### src/rtl/buck_sup_pkg.sv
// constants and types shared by the buck fault supervisor
package buck_sup_pkg;
  // base clock
  localparam int CLK_PERIOD_NS    = 4;
  // switching oscillator
  localparam int SW_FREQ_KHZ      = 500;
  localparam int SW_PERIOD_CYC    = 1000000 / (SW_FREQ_KHZ * CLK_PERIOD_NS);
  localparam int MAX_DUTY_PCT     = 92;
  localparam int MAX_ON_CYC       = (SW_PERIOD_CYC * MAX_DUTY_PCT) / 100;
  // low-side current trip blanking, least time so rounded up
  localparam int LS_BLANK_NS      = 150;
  localparam int LS_BLANK_CYC     = (LS_BLANK_NS + CLK_PERIOD_NS - 1) / CLK_PERIOD_NS;
  // feedback over/under-voltage blanking
  localparam int FAULT_BLANK_US   = 20;
  localparam int FAULT_BLANK_CYC  = (FAULT_BLANK_US * 1000) / CLK_PERIOD_NS;
  // hiccup retry timing
  localparam int HICCUP_MIN_MS    = 4;
  localparam int HICCUP_MIN_CYC   = (HICCUP_MIN_MS * 1000000) / CLK_PERIOD_NS;
  localparam int TSS_REF_MS       = 1;
  localparam int TSS_REF_CYC      = (TSS_REF_MS * 1000000) / CLK_PERIOD_NS;
  localparam int HICCUP_SS_MULT   = 4;
  // trip counting
  localparam int TRIP_LIMIT       = 3;
  localparam int BACKUP_LIMIT     = 7;
  // widths
  localparam int PER_W            = 9;
  localparam int LSB_W            = 6;
  localparam int CNT_W            = 32;
  localparam int SYNC_W           = 15;

  typedef enum logic [2:0] {
    DEEP_OFF,
    IDLE,
    SOFT_START,
    RUN,
    OV_CLAMP,
    HICCUP,
    THERMAL_OFF
  } sup_state_t;
endpackage

### src/rtl/buck_fault_supervisor.sv
// turn-on sequencing, fault supervision and gate-drive control for a synchronous buck
`timescale 1ns/10ps
module buck_fault_supervisor
  import buck_sup_pkg::*;
#(
  parameter int unsigned BLANK_CYC   = FAULT_BLANK_CYC,
  parameter int unsigned MIN_WAIT_CYC = HICCUP_MIN_CYC,
  parameter int unsigned SS_REF_CYC  = TSS_REF_CYC
) (
  input  wire logic sys_clk_in,
  input  wire logic sys_rst_in,
  input  wire logic enable_above_in,
  input  wire logic deep_disable_in,
  input  wire logic vcc_uvlo_ok_in,
  input  wire logic vreg_uvlo_ok_in,
  input  wire logic soft_start_done_in,
  input  wire logic fb_overvoltage_in,
  input  wire logic fb_undervoltage_in,
  input  wire logic feedback_level_above_ref_in,
  input  wire logic external_overtemp_input_in,
  input  wire logic die_thermal_shutdown_in,
  input  wire logic lowside_current_trip_in,
  input  wire logic pwm_demand_in,
  input  wire logic high_side_gate_off_in,
  input  wire logic low_side_gate_off_in,
  input  wire logic limit_clamp_in,
  output logic      high_side_switch_out,
  output logic      low_side_switch_out,
  output logic      power_good_out,
  output logic      power_good_oe_out,
  output logic      soft_start_run_out,
  output logic      limit_fixed_sel_out,
  output logic      overcurrent_fault_out,
  output logic      overvoltage_fault_out,
  output logic      undervoltage_fault_out,
  output logic      hiccup_active_out
);
  typedef struct packed {
    sup_state_t       st;
    logic [PER_W-1:0] per_cnt;
    logic             hs_req;
    logic             hs;
    logic             ls;
    logic [LSB_W-1:0] ls_on_cnt;
    logic             hs_lock;
    logic             trip_seen;
    logic [1:0]       trip_cnt;
    logic [2:0]       backup_cnt;
    logic [CNT_W-1:0] ov_cnt;
    logic [CNT_W-1:0] uv_cnt;
    logic [CNT_W-1:0] tss_cnt;
    logic [CNT_W-1:0] tss_meas;
    logic [CNT_W-1:0] wait_cnt;
    logic             prebias_hold;
    logic             prebias_init;
    logic             pg_oe;
    logic             ocf;
    logic             ovf;
    logic             uvf;
    logic             clamp_sel;
    logic             ss_run;
    logic             hic;
  } sup_regs_t;

  localparam sup_regs_t RST_VAL = '{st: DEEP_OFF, pg_oe: 1'b1, default: '0};
  localparam logic [PER_W-1:0] PER_LAST   = PER_W'(SW_PERIOD_CYC - 1);
  localparam logic [PER_W-1:0] ON_LAST    = PER_W'(MAX_ON_CYC - 1);
  localparam logic [LSB_W-1:0] LS_BLANK   = LSB_W'(LS_BLANK_CYC);
  localparam logic [1:0]       TRIP_LAST  = 2'(TRIP_LIMIT - 1);
  localparam logic [2:0]       BACKUP_LAST = 3'(BACKUP_LIMIT - 1);
  localparam logic [CNT_W-1:0] CNT_MAX    = '1;

  sup_regs_t         q;
  sup_regs_t         n;
  logic [SYNC_W-1:0] raw;
  logic [SYNC_W-1:0] s;
  logic              en_s, deep_s, uvlo_a_s, uvlo_b_s, ssdone_s, ov_s, uv_s, fbref_s;
  logic              ot_s, tsd_s, trip_s, pwm_s, hs_off_s, ls_off_s, clamp_s;
  logic              new_per, trip_ev, ov_hit, uv_hit, go_ss, go_hic, sw_en, ls_req;
  logic              start_ok, thermal;

  assign raw = {enable_above_in, deep_disable_in, vcc_uvlo_ok_in, vreg_uvlo_ok_in,
                soft_start_done_in, fb_overvoltage_in, fb_undervoltage_in,
                feedback_level_above_ref_in, external_overtemp_input_in,
                die_thermal_shutdown_in, lowside_current_trip_in, pwm_demand_in,
                high_side_gate_off_in, low_side_gate_off_in, limit_clamp_in};

  level_sync #(
    .WIDTH (SYNC_W)
  ) u_sync (
    .sys_clk_in (sys_clk_in),
    .sys_rst_in (sys_rst_in),
    .async_in   (raw),
    .sync_out   (s)
  );

  assign {en_s, deep_s, uvlo_a_s, uvlo_b_s, ssdone_s, ov_s, uv_s, fbref_s,
          ot_s, tsd_s, trip_s, pwm_s, hs_off_s, ls_off_s, clamp_s} = s;

  assign start_ok = en_s && uvlo_a_s && uvlo_b_s;
  assign thermal  = ot_s || tsd_s;

  always_comb begin
    n       = q;
    go_ss   = 1'b0;
    go_hic  = 1'b0;
    // free-running oscillator; a new period begins when the count wraps
    n.per_cnt = (q.per_cnt == PER_LAST) ? '0 : q.per_cnt + 1'b1;
    new_per   = (q.per_cnt == '0);
    // voltage comparators must hold continuously through blanking
    n.ov_cnt = ov_s ? ((q.ov_cnt == CNT_MAX) ? q.ov_cnt : q.ov_cnt + 1'b1) : '0;
    n.uv_cnt = uv_s ? ((q.uv_cnt == CNT_MAX) ? q.uv_cnt : q.uv_cnt + 1'b1) : '0;
    ov_hit   = ov_s && (q.ov_cnt >= CNT_W'(BLANK_CYC));
    uv_hit   = uv_s && (q.uv_cnt >= CNT_W'(BLANK_CYC));
    // blanking restarts outside regulation so soft-start time never counts toward a fault
    if (q.st != RUN) begin
      n.ov_cnt = '0;
      n.uv_cnt = '0;
    end
    // low-side conduction timer, saturates at the blanking count
    if (!q.ls) begin
      n.ls_on_cnt = '0;
    end else if (q.ls_on_cnt != LS_BLANK) begin
      n.ls_on_cnt = q.ls_on_cnt + 1'b1;
    end
    // at most one counted trip per switching period
    trip_ev = q.ls && (q.ls_on_cnt == LS_BLANK) && trip_s && !q.trip_seen
              && (q.st == SOFT_START || q.st == RUN);
    // trip-free periods advance the backup counter while trip_cnt is not zero
    if (new_per) begin
      n.trip_seen = 1'b0;
      if (!q.trip_seen && q.trip_cnt != '0) begin
        if (q.backup_cnt == BACKUP_LAST) begin
          n.trip_cnt   = '0;
          n.backup_cnt = '0;
        end else begin
          n.backup_cnt = q.backup_cnt + 1'b1;
        end
      end
      if (!trip_s) begin
        n.hs_lock = 1'b0;
      end
    end
    // a trip wins over the period-start clears above
    if (trip_ev) begin
      n.trip_seen  = 1'b1;
      n.hs_lock    = 1'b1;
      n.backup_cnt = '0;
      n.trip_cnt   = q.trip_cnt + 1'b1;
    end
    // soft-start length is measured for the hiccup wait
    if (q.st == SOFT_START && q.tss_cnt != CNT_MAX) begin
      n.tss_cnt = q.tss_cnt + 1'b1;
    end
    if (q.st == SOFT_START && q.prebias_hold && fbref_s != q.prebias_init) begin
      n.prebias_hold = 1'b0;
    end
    if (q.wait_cnt != '0) begin
      n.wait_cnt = q.wait_cnt - 1'b1;
    end

    if (deep_s) begin
      n.st = DEEP_OFF;
    end else if (q.st == DEEP_OFF || !start_ok) begin
      n.st = IDLE;
    end else if (thermal) begin
      n.st = THERMAL_OFF;
    end else begin
      case (q.st)
        IDLE: begin
          go_ss = 1'b1;
        end
        THERMAL_OFF: begin
          go_ss = 1'b1;
        end
        SOFT_START: begin
          // only current trips are acted on here
          if (trip_ev && q.trip_cnt == TRIP_LAST) begin
            n.ocf  = 1'b1;
            go_hic = 1'b1;
          end else if (ssdone_s) begin
            n.st       = RUN;
            n.tss_meas = q.tss_cnt;
          end
        end
        RUN: begin
          if (trip_ev && q.trip_cnt == TRIP_LAST) begin
            n.ocf  = 1'b1;
            go_hic = 1'b1;
          end else if (ov_hit) begin
            n.ovf = 1'b1;
            n.st  = OV_CLAMP;
          end else if (uv_hit) begin
            n.uvf  = 1'b1;
            go_hic = 1'b1;
          end
        end
        OV_CLAMP: begin
          if (uv_s) begin
            go_hic = 1'b1;
          end
        end
        HICCUP: begin
          if (q.wait_cnt == '0) begin
            go_ss = 1'b1;
          end
        end
        default: begin
          n.st = IDLE;
        end
      endcase
    end

    if (go_ss) begin
      n.st           = SOFT_START;
      n.tss_cnt      = '0;
      n.prebias_hold = 1'b1;
      n.prebias_init = fbref_s;
      n.trip_cnt     = '0;
      n.backup_cnt   = '0;
      n.hs_lock      = 1'b0;
      n.ocf          = 1'b0;
      n.ovf          = 1'b0;
      n.uvf          = 1'b0;
    end
    if (go_hic) begin
      n.st = HICCUP;
      // short soft-start falls back to the fixed minimum wait
      if (q.tss_meas < CNT_W'(SS_REF_CYC)) begin
        n.wait_cnt = CNT_W'(MIN_WAIT_CYC);
      end else begin
        n.wait_cnt = CNT_W'(q.tss_meas * CNT_W'(HICCUP_SS_MULT));
      end
    end

    // gate drive, derived from the next state so faults act in the same edge
    sw_en = (n.st == SOFT_START && !n.prebias_hold) || n.st == RUN;
    if (!sw_en) begin
      n.hs_req = 1'b0;
    end else if (new_per) begin
      n.hs_req = pwm_s && !n.hs_lock;
    end else if (!pwm_s || q.per_cnt >= ON_LAST) begin
      n.hs_req = 1'b0;
    end
    ls_req = (sw_en && !n.hs_req) || n.st == OV_CLAMP;
    // each side waits until the other gate is sensed off
    n.hs = n.hs_req && ls_off_s && !q.ls;
    n.ls = ls_req && hs_off_s && !q.hs && !n.hs;
    n.pg_oe = !(n.st == RUN && !ov_s && !uv_s);
    n.clamp_sel = (n.st == DEEP_OFF) ? 1'b0 : (q.clamp_sel || clamp_s);
    n.ss_run    = (n.st == SOFT_START) || (n.st == RUN);
    n.hic       = (n.st == HICCUP);
  end

  always_ff @(posedge sys_clk_in or posedge sys_rst_in) begin
    if (sys_rst_in) begin
      q <= RST_VAL;
    end else begin
      q <= n;
    end
  end

  // the pin only ever pulls low; its level is made outside
  assign power_good_out         = 1'b0;
  assign high_side_switch_out   = q.hs;
  assign low_side_switch_out    = q.ls;
  assign power_good_oe_out      = q.pg_oe;
  assign soft_start_run_out     = q.ss_run;
  assign limit_fixed_sel_out    = q.clamp_sel;
  assign overcurrent_fault_out  = q.ocf;
  assign overvoltage_fault_out  = q.ovf;
  assign undervoltage_fault_out = q.uvf;
  assign hiccup_active_out      = q.hic;
endmodule

### src/rtl/level_sync.sv
// two-stage synchroniser for a group of asynchronous comparator levels
`timescale 1ns/10ps
module level_sync #(
  parameter int WIDTH = 1
) (
  input  wire logic             sys_clk_in,
  input  wire logic             sys_rst_in,
  input  wire logic [WIDTH-1:0] async_in,
  output logic      [WIDTH-1:0] sync_out
);
  typedef struct packed {
    logic [WIDTH-1:0] meta;
    logic [WIDTH-1:0] stable;
  } sync_state_t;

  sync_state_t q;
  sync_state_t d;

  // the first stage feeds only the second stage
  always_comb begin
    d        = q;
    d.meta   = async_in;
    d.stable = q.meta;
  end

  always_ff @(posedge sys_clk_in or posedge sys_rst_in) begin
    if (sys_rst_in) begin
      q <= '0;
    end else begin
      q <= d;
    end
  end

  assign sync_out = q.stable;
endmodule

### config.mk
export PLATFORM = sky130hd
export DESIGN_NAME = buck_fault_supervisor
export DESIGN_NICKNAME = d
export VERILOG_FILES = /design/src/rtl/buck_sup_pkg.sv /design/src/rtl/buck_fault_supervisor.sv /design/src/rtl/level_sync.sv
export SDC_FILE = /design/constraint.sdc
export NUM_CORES = 1
export LEC_CHECK = 0
export BUFFER_PORTS_ARGS = -buffer_cell sky130_fd_sc_hd__buf_2
export CORE_ASPECT_RATIO = 0.75
export CORE_MARGIN = 4
export CORE_UTILIZATION = 40
export DETAILED_ROUTE_END_ITERATION = 12
export PLACE_DENSITY = 0.55
export SYNTH_ARGS = -nofsm -noshare
export SYNTH_HDL_FRONTEND = slang
export SYNTH_SLANG_ARGS = --single-unit
### constraint.sdc
create_clock -name sys_clk_in -period 23 [get_ports sys_clk_in]
set_input_delay 4.6 -clock sys_clk_in [delete_from_list [all_inputs] [get_ports sys_clk_in]]
set_output_delay 4.6 -clock sys_clk_in [all_outputs]
set_load 0.02 [all_outputs]
==> impl_metrics.xml <==
<?xml version="1.0" encoding="UTF-8"?>
<metrics>
  <group name="clock_network">
    <metric name="worst_skew_pair.late_latency" unit="ps">520</metric>
    <metric name="clkSlewWorstSetupHoldPaths" unit="ps">60</metric>
    <metric name="cts-hold-fix-buffers" unit="">0</metric>
    <metric name="cts_tree" unit="">built</metric>
    <metric name="tritoncts.num_buffers" unit="">25</metric>
    <metric name="post_cts_buffers" unit="">0</metric>
    <metric name="clockRootBuffer" unit="">sky130_fd_sc_hd__clkbuf_16</metric>
    <metric name="ctsLongestPathBuffers" unit="">3</metric>
    <metric name="htreeDepth" unit="">1</metric>
    <metric name="ctsResizeCount" unit="">0</metric>
    <metric name="cts_num_sinks" unit="">227</metric>
  </group>
  <group name="timing">
    <metric name="clock_skew" unit="ps">10.9</metric>
    <metric name="worst-slew-pin-transition" unit="ps">1060</metric>
    <metric name="report.final.hold_viol_count" unit="">0</metric>
    <metric name="rsz0062_at_grt" unit="">no</metric>
    <metric name="tcrit_tclk_final" unit="%">26.1</metric>
    <metric name="maxSlewHeadroom" unit="%">29.4</metric>
    <metric name="finalMaxSlewViolations" unit="">0</metric>
    <metric name="finalWorstPathRequiredPeriod" unit="ps">5990</metric>
    <metric name="clock.fmax" unit="GHz">0.167</metric>
    <metric name="setup-violations-final" unit="">0</metric>
    <metric name="totalNegativeSetupSlack" unit="ps">0</metric>
  </group>
  <group name="drt">
    <metric name="drt-initial-drc-count" unit="">590</metric>
    <metric name="detail_route.first_pass.iterations" unit="">5</metric>
    <metric name="via_count" unit="">7967</metric>
    <metric name="final_antenna_net_count" unit="">0</metric>
    <metric name="routed_wl" unit="um">24500</metric>
    <metric name="routed_wire_length_per_instance" unit="um">16.6</metric>
    <metric name="drt-vias-per-instance" unit="">5.41</metric>
    <metric name="drc" unit="">0</metric>
  </group>
  <group name="critical_path">
    <metric name="critical_path_class" unit="">input port to asynchronous set/reset pin</metric>
    <metric name="crit_start" unit="">sys_rst_in</metric>
    <metric name="setup.reg_to_reg.worst_slack" unit="ps">19770</metric>
    <metric name="required_time_at_the_endpoint_of_the_critical_path" unit="ps">23500</metric>
    <metric name="crit_end" unit="">q[53]$_DFFE_PP0P_</metric>
    <metric name="setup.worst_path.start_class" unit="">input port</metric>
    <metric name="worst-endpoint-arrival" unit="ps">6490</metric>
    <metric name="worstRegToRegCells" unit="">9</metric>
    <metric name="rr_startpoint" unit="">q[176]$_DFFE_PP0P_</metric>
    <metric name="worst-path-max-fanout" unit="">147</metric>
    <metric name="rr_endpoint" unit="">high_side_switch_out$_DFF_PP0_</metric>
    <metric name="setup.worst_path.end_class" unit="">asynchronous set/reset pin</metric>
  </group>
  <group name="finish">
    <metric name="nets" unit="">1135</metric>
    <metric name="multiInputGateArea" unit="um^2">5010</metric>
    <metric name="fillerInstances" unit="">2617</metric>
    <metric name="finalInstanceArea" unit="um^2">12200</metric>
    <metric name="seqCellArea" unit="um^2">5680</metric>
    <metric name="area.growth.synth_to_final" unit="%">12.4</metric>
    <metric name="antennaDiodeCount" unit="">0</metric>
    <metric name="drive_gt1_share" unit="%">11.3</metric>
  </group>
  <group name="floorplanning">
    <metric name="floorplan.rows" unit="">52</metric>
    <metric name="ios" unit="">27</metric>
    <metric name="floorplan.die.height" unit="um">151</metric>
    <metric name="initial_core_util" unit="%">40.5</metric>
    <metric name="die_area" unit="um^2">30000</metric>
    <metric name="dieWidth" unit="um">199</metric>
    <metric name="coreArea" unit="um^2">26900</metric>
  </group>
  <group name="yosys">
    <metric name="cell_types_with_the_largest_area_share_after_synthesis" unit="">sky130_fd_sc_hd__dfrtp_1 (52%), sky130_fd_sc_hd__nor2_1 (5.1%), sky130_fd_sc_hd__xnor2_1 (4.9%)</metric>
    <metric name="yosys_warnings" unit="">0</metric>
    <metric name="yosys_top_cell_by_area" unit="">sky130_fd_sc_hd__dfrtp_1</metric>
    <metric name="synthesis.instances" unit="">1080</metric>
    <metric name="synth_async_sr_flop_share" unit="%">100</metric>
    <metric name="synth-seq-cells" unit="">227</metric>
    <metric name="mapped_cell_area" unit="um^2">10900</metric>
    <metric name="yosysMostFrequentCell" unit="">sky130_fd_sc_hd__dfrtp_1</metric>
    <metric name="synth_nets" unit="">1109</metric>
    <metric name="synth.top_cells.by_count" unit="">sky130_fd_sc_hd__dfrtp_1 (226), sky130_fd_sc_hd__nor2_1 (147), sky130_fd_sc_hd__nand2_1 (76), sky130_fd_sc_hd__nand3_1 (65), sky130_fd_sc_hd__xnor2_1 (61)</metric>
    <metric name="count_of_unique_library_cells_instantiated_by_yosys" unit="">68</metric>
    <metric name="share_of_the_synthesized_area_in_the_top_cell_type" unit="%">51.9</metric>
    <metric name="synth-edff-count" unit="">0</metric>
    <metric name="synth_sequential_area_ratio" unit="%">52.1</metric>
    <metric name="yosys_most_used_dff" unit="">sky130_fd_sc_hd__dfrtp_1</metric>
    <metric name="syn_area_per_cell" unit="um^2">10.1</metric>
  </group>
  <group name="grt">
    <metric name="grt_antenna_before_repair" unit="">0</metric>
    <metric name="gr-total-overflow" unit="">0</metric>
    <metric name="grt_start_max_net_pins" unit="">148</metric>
    <metric name="grtUsageTotal" unit="%">16.9</metric>
    <metric name="grt_first_pass_wirelength" unit="um">41500</metric>
    <metric name="first_global_vias" unit="">7582</metric>
  </group>
  <group name="placement">
    <metric name="gp_routability_congestion" unit="">0.800</metric>
    <metric name="port-buffer-count" unit="">25</metric>
    <metric name="detailed_place.area" unit="um^2">11400</metric>
    <metric name="dp_hpwl" unit="um">16500</metric>
  </group>
  <group name="power">
    <metric name="p_leak" unit="uW">0.00515</metric>
    <metric name="vdd_drop_max" unit="V">0.0000474</metric>
    <metric name="power_density" unit="nW/um^2">78.4</metric>
  </group>
  <group name="hold_path">
    <metric name="hold_class" unit="">flip-flop to flip-flop</metric>
  </group>
  <group name="flow_run">
    <metric name="max-cap-violations" unit="">0</metric>
  </group>
  <group name="run_status">
    <metric name="run_status" unit="">complete, no violations</metric>
  </group>
</metrics>
[final cells by class]
cell class / count / share of cell area [%]
tap: 351 / 3.59
clock inverter: 11 / 1.35
inverter: 22 / 0.736
multi-input combinational: 796 / 40.9
timing repair buffer: 34 / 1.57
sequential: 227 / 46.4
clock buffer: 31 / 5.46
[registers in the layout (all words and copies together) (netlist names)]
register and cells:
q 188, u_sync.d 15, u_sync.sync_out 15, hiccup_active_out 1, high_side_switch_out 1, limit_fixed_sel_out 1
low_side_switch_out 1, overcurrent_fault_out 1, overvoltage_fault_out 1, power_good_oe_out 1, soft_start_run_out 1, undervoltage_fault_out 1
[layer usage]
| metal | global-route usage [%] | wire (um) | part of all wire (%) |
|---|---|---|---|
| met1 | 28.5 | 13400 | 55 |
| met2 | 22.5 | 9560 | 39 |
| met3 | 2.67 | 1090 | 4.5 |
| met4 | 3.01 | 436 | 1.8 |
| met5 | 0 | 0 | 0 |
[per-stage QoR]
stage               std cells  power [uW]  utilization (%)  hold WS, ps  worst slack [ps]
floorplan                1080         533                -          331             12180
global route             1472        1010             45.5          357             16630
global placement         1430         554             42.4          333             16330
detailed placement       1430         556             42.4          337             16350
finish                   1472         960             45.5          349             17010
CTS                      1472         974             45.5          353             16900
[worst min path at each step]
stage                           startpoint                       endpoint  slack [ps]  cells past startpoint
CTS                 u_sync.d[12]$_DFF_PP0_  u_sync.sync_out[12]$_DFF_PP0_         350                      0
finish              u_sync.d[13]$_DFF_PP0_  u_sync.sync_out[13]$_DFF_PP0_         350                      0
global placement    u_sync.d[10]$_DFF_PP0_  u_sync.sync_out[10]$_DFF_PP0_         330                      0
floorplan            u_sync.d[0]$_DFF_PP0_   u_sync.sync_out[0]$_DFF_PP0_         330                      0
global route        u_sync.d[10]$_DFF_PP0_  u_sync.sync_out[10]$_DFF_PP0_         360                      0
detailed placement  u_sync.d[11]$_DFF_PP0_  u_sync.sync_out[11]$_DFF_PP0_         340                      0
[placed cells by master (no fill, tap or decap), types with 33 or more instances in the layout]
master                    count
sky130_fd_sc_hd__dfrtp_1    226
sky130_fd_sc_hd__nor2_1     147
sky130_fd_sc_hd__nand2_1     76
sky130_fd_sc_hd__nand3_1     65
sky130_fd_sc_hd__xnor2_1     61
sky130_fd_sc_hd__xor2_1      48
sky130_fd_sc_hd__o21ai_0     43
sky130_fd_sc_hd__nand4_1     34
sky130_fd_sc_hd__mux2_2      33
[cell families (layout without fill, tap and decap cells)]
group                    after synthesis  in the layout  share of synthesized area, %
flip-flops                           227            227                          52.1
XOR/XNOR                             109            109                          8.76
adder cells (fa/ha/maj)               12             12                          1.38
multiplexers                          38             38                          3.87
buffers and inverters                 57             98                          2.08
AO/OA/AOI/OAI                        132            132                          7.68
other                                  1              1                        0.0344
AND/OR/NAND/NOR                      504            504                          24.1
[critical path, stage by stage]
cell and delay (ps):
sky130_fd_sc_hd__buf_2 130, sky130_fd_sc_hd__inv_8 620, sky130_fd_sc_hd__buf_4 900
[where the power goes]
group	leakage (uW)	total, uW	switching [uW]	internal, uW
combinational	0.00171	84.8	46.0	38.9
clock	0.000408	411	161	250
sequential	0.00303	464	34.7	429
total	0.00515	960	242	718
Power figures use the tool's default switching activity.
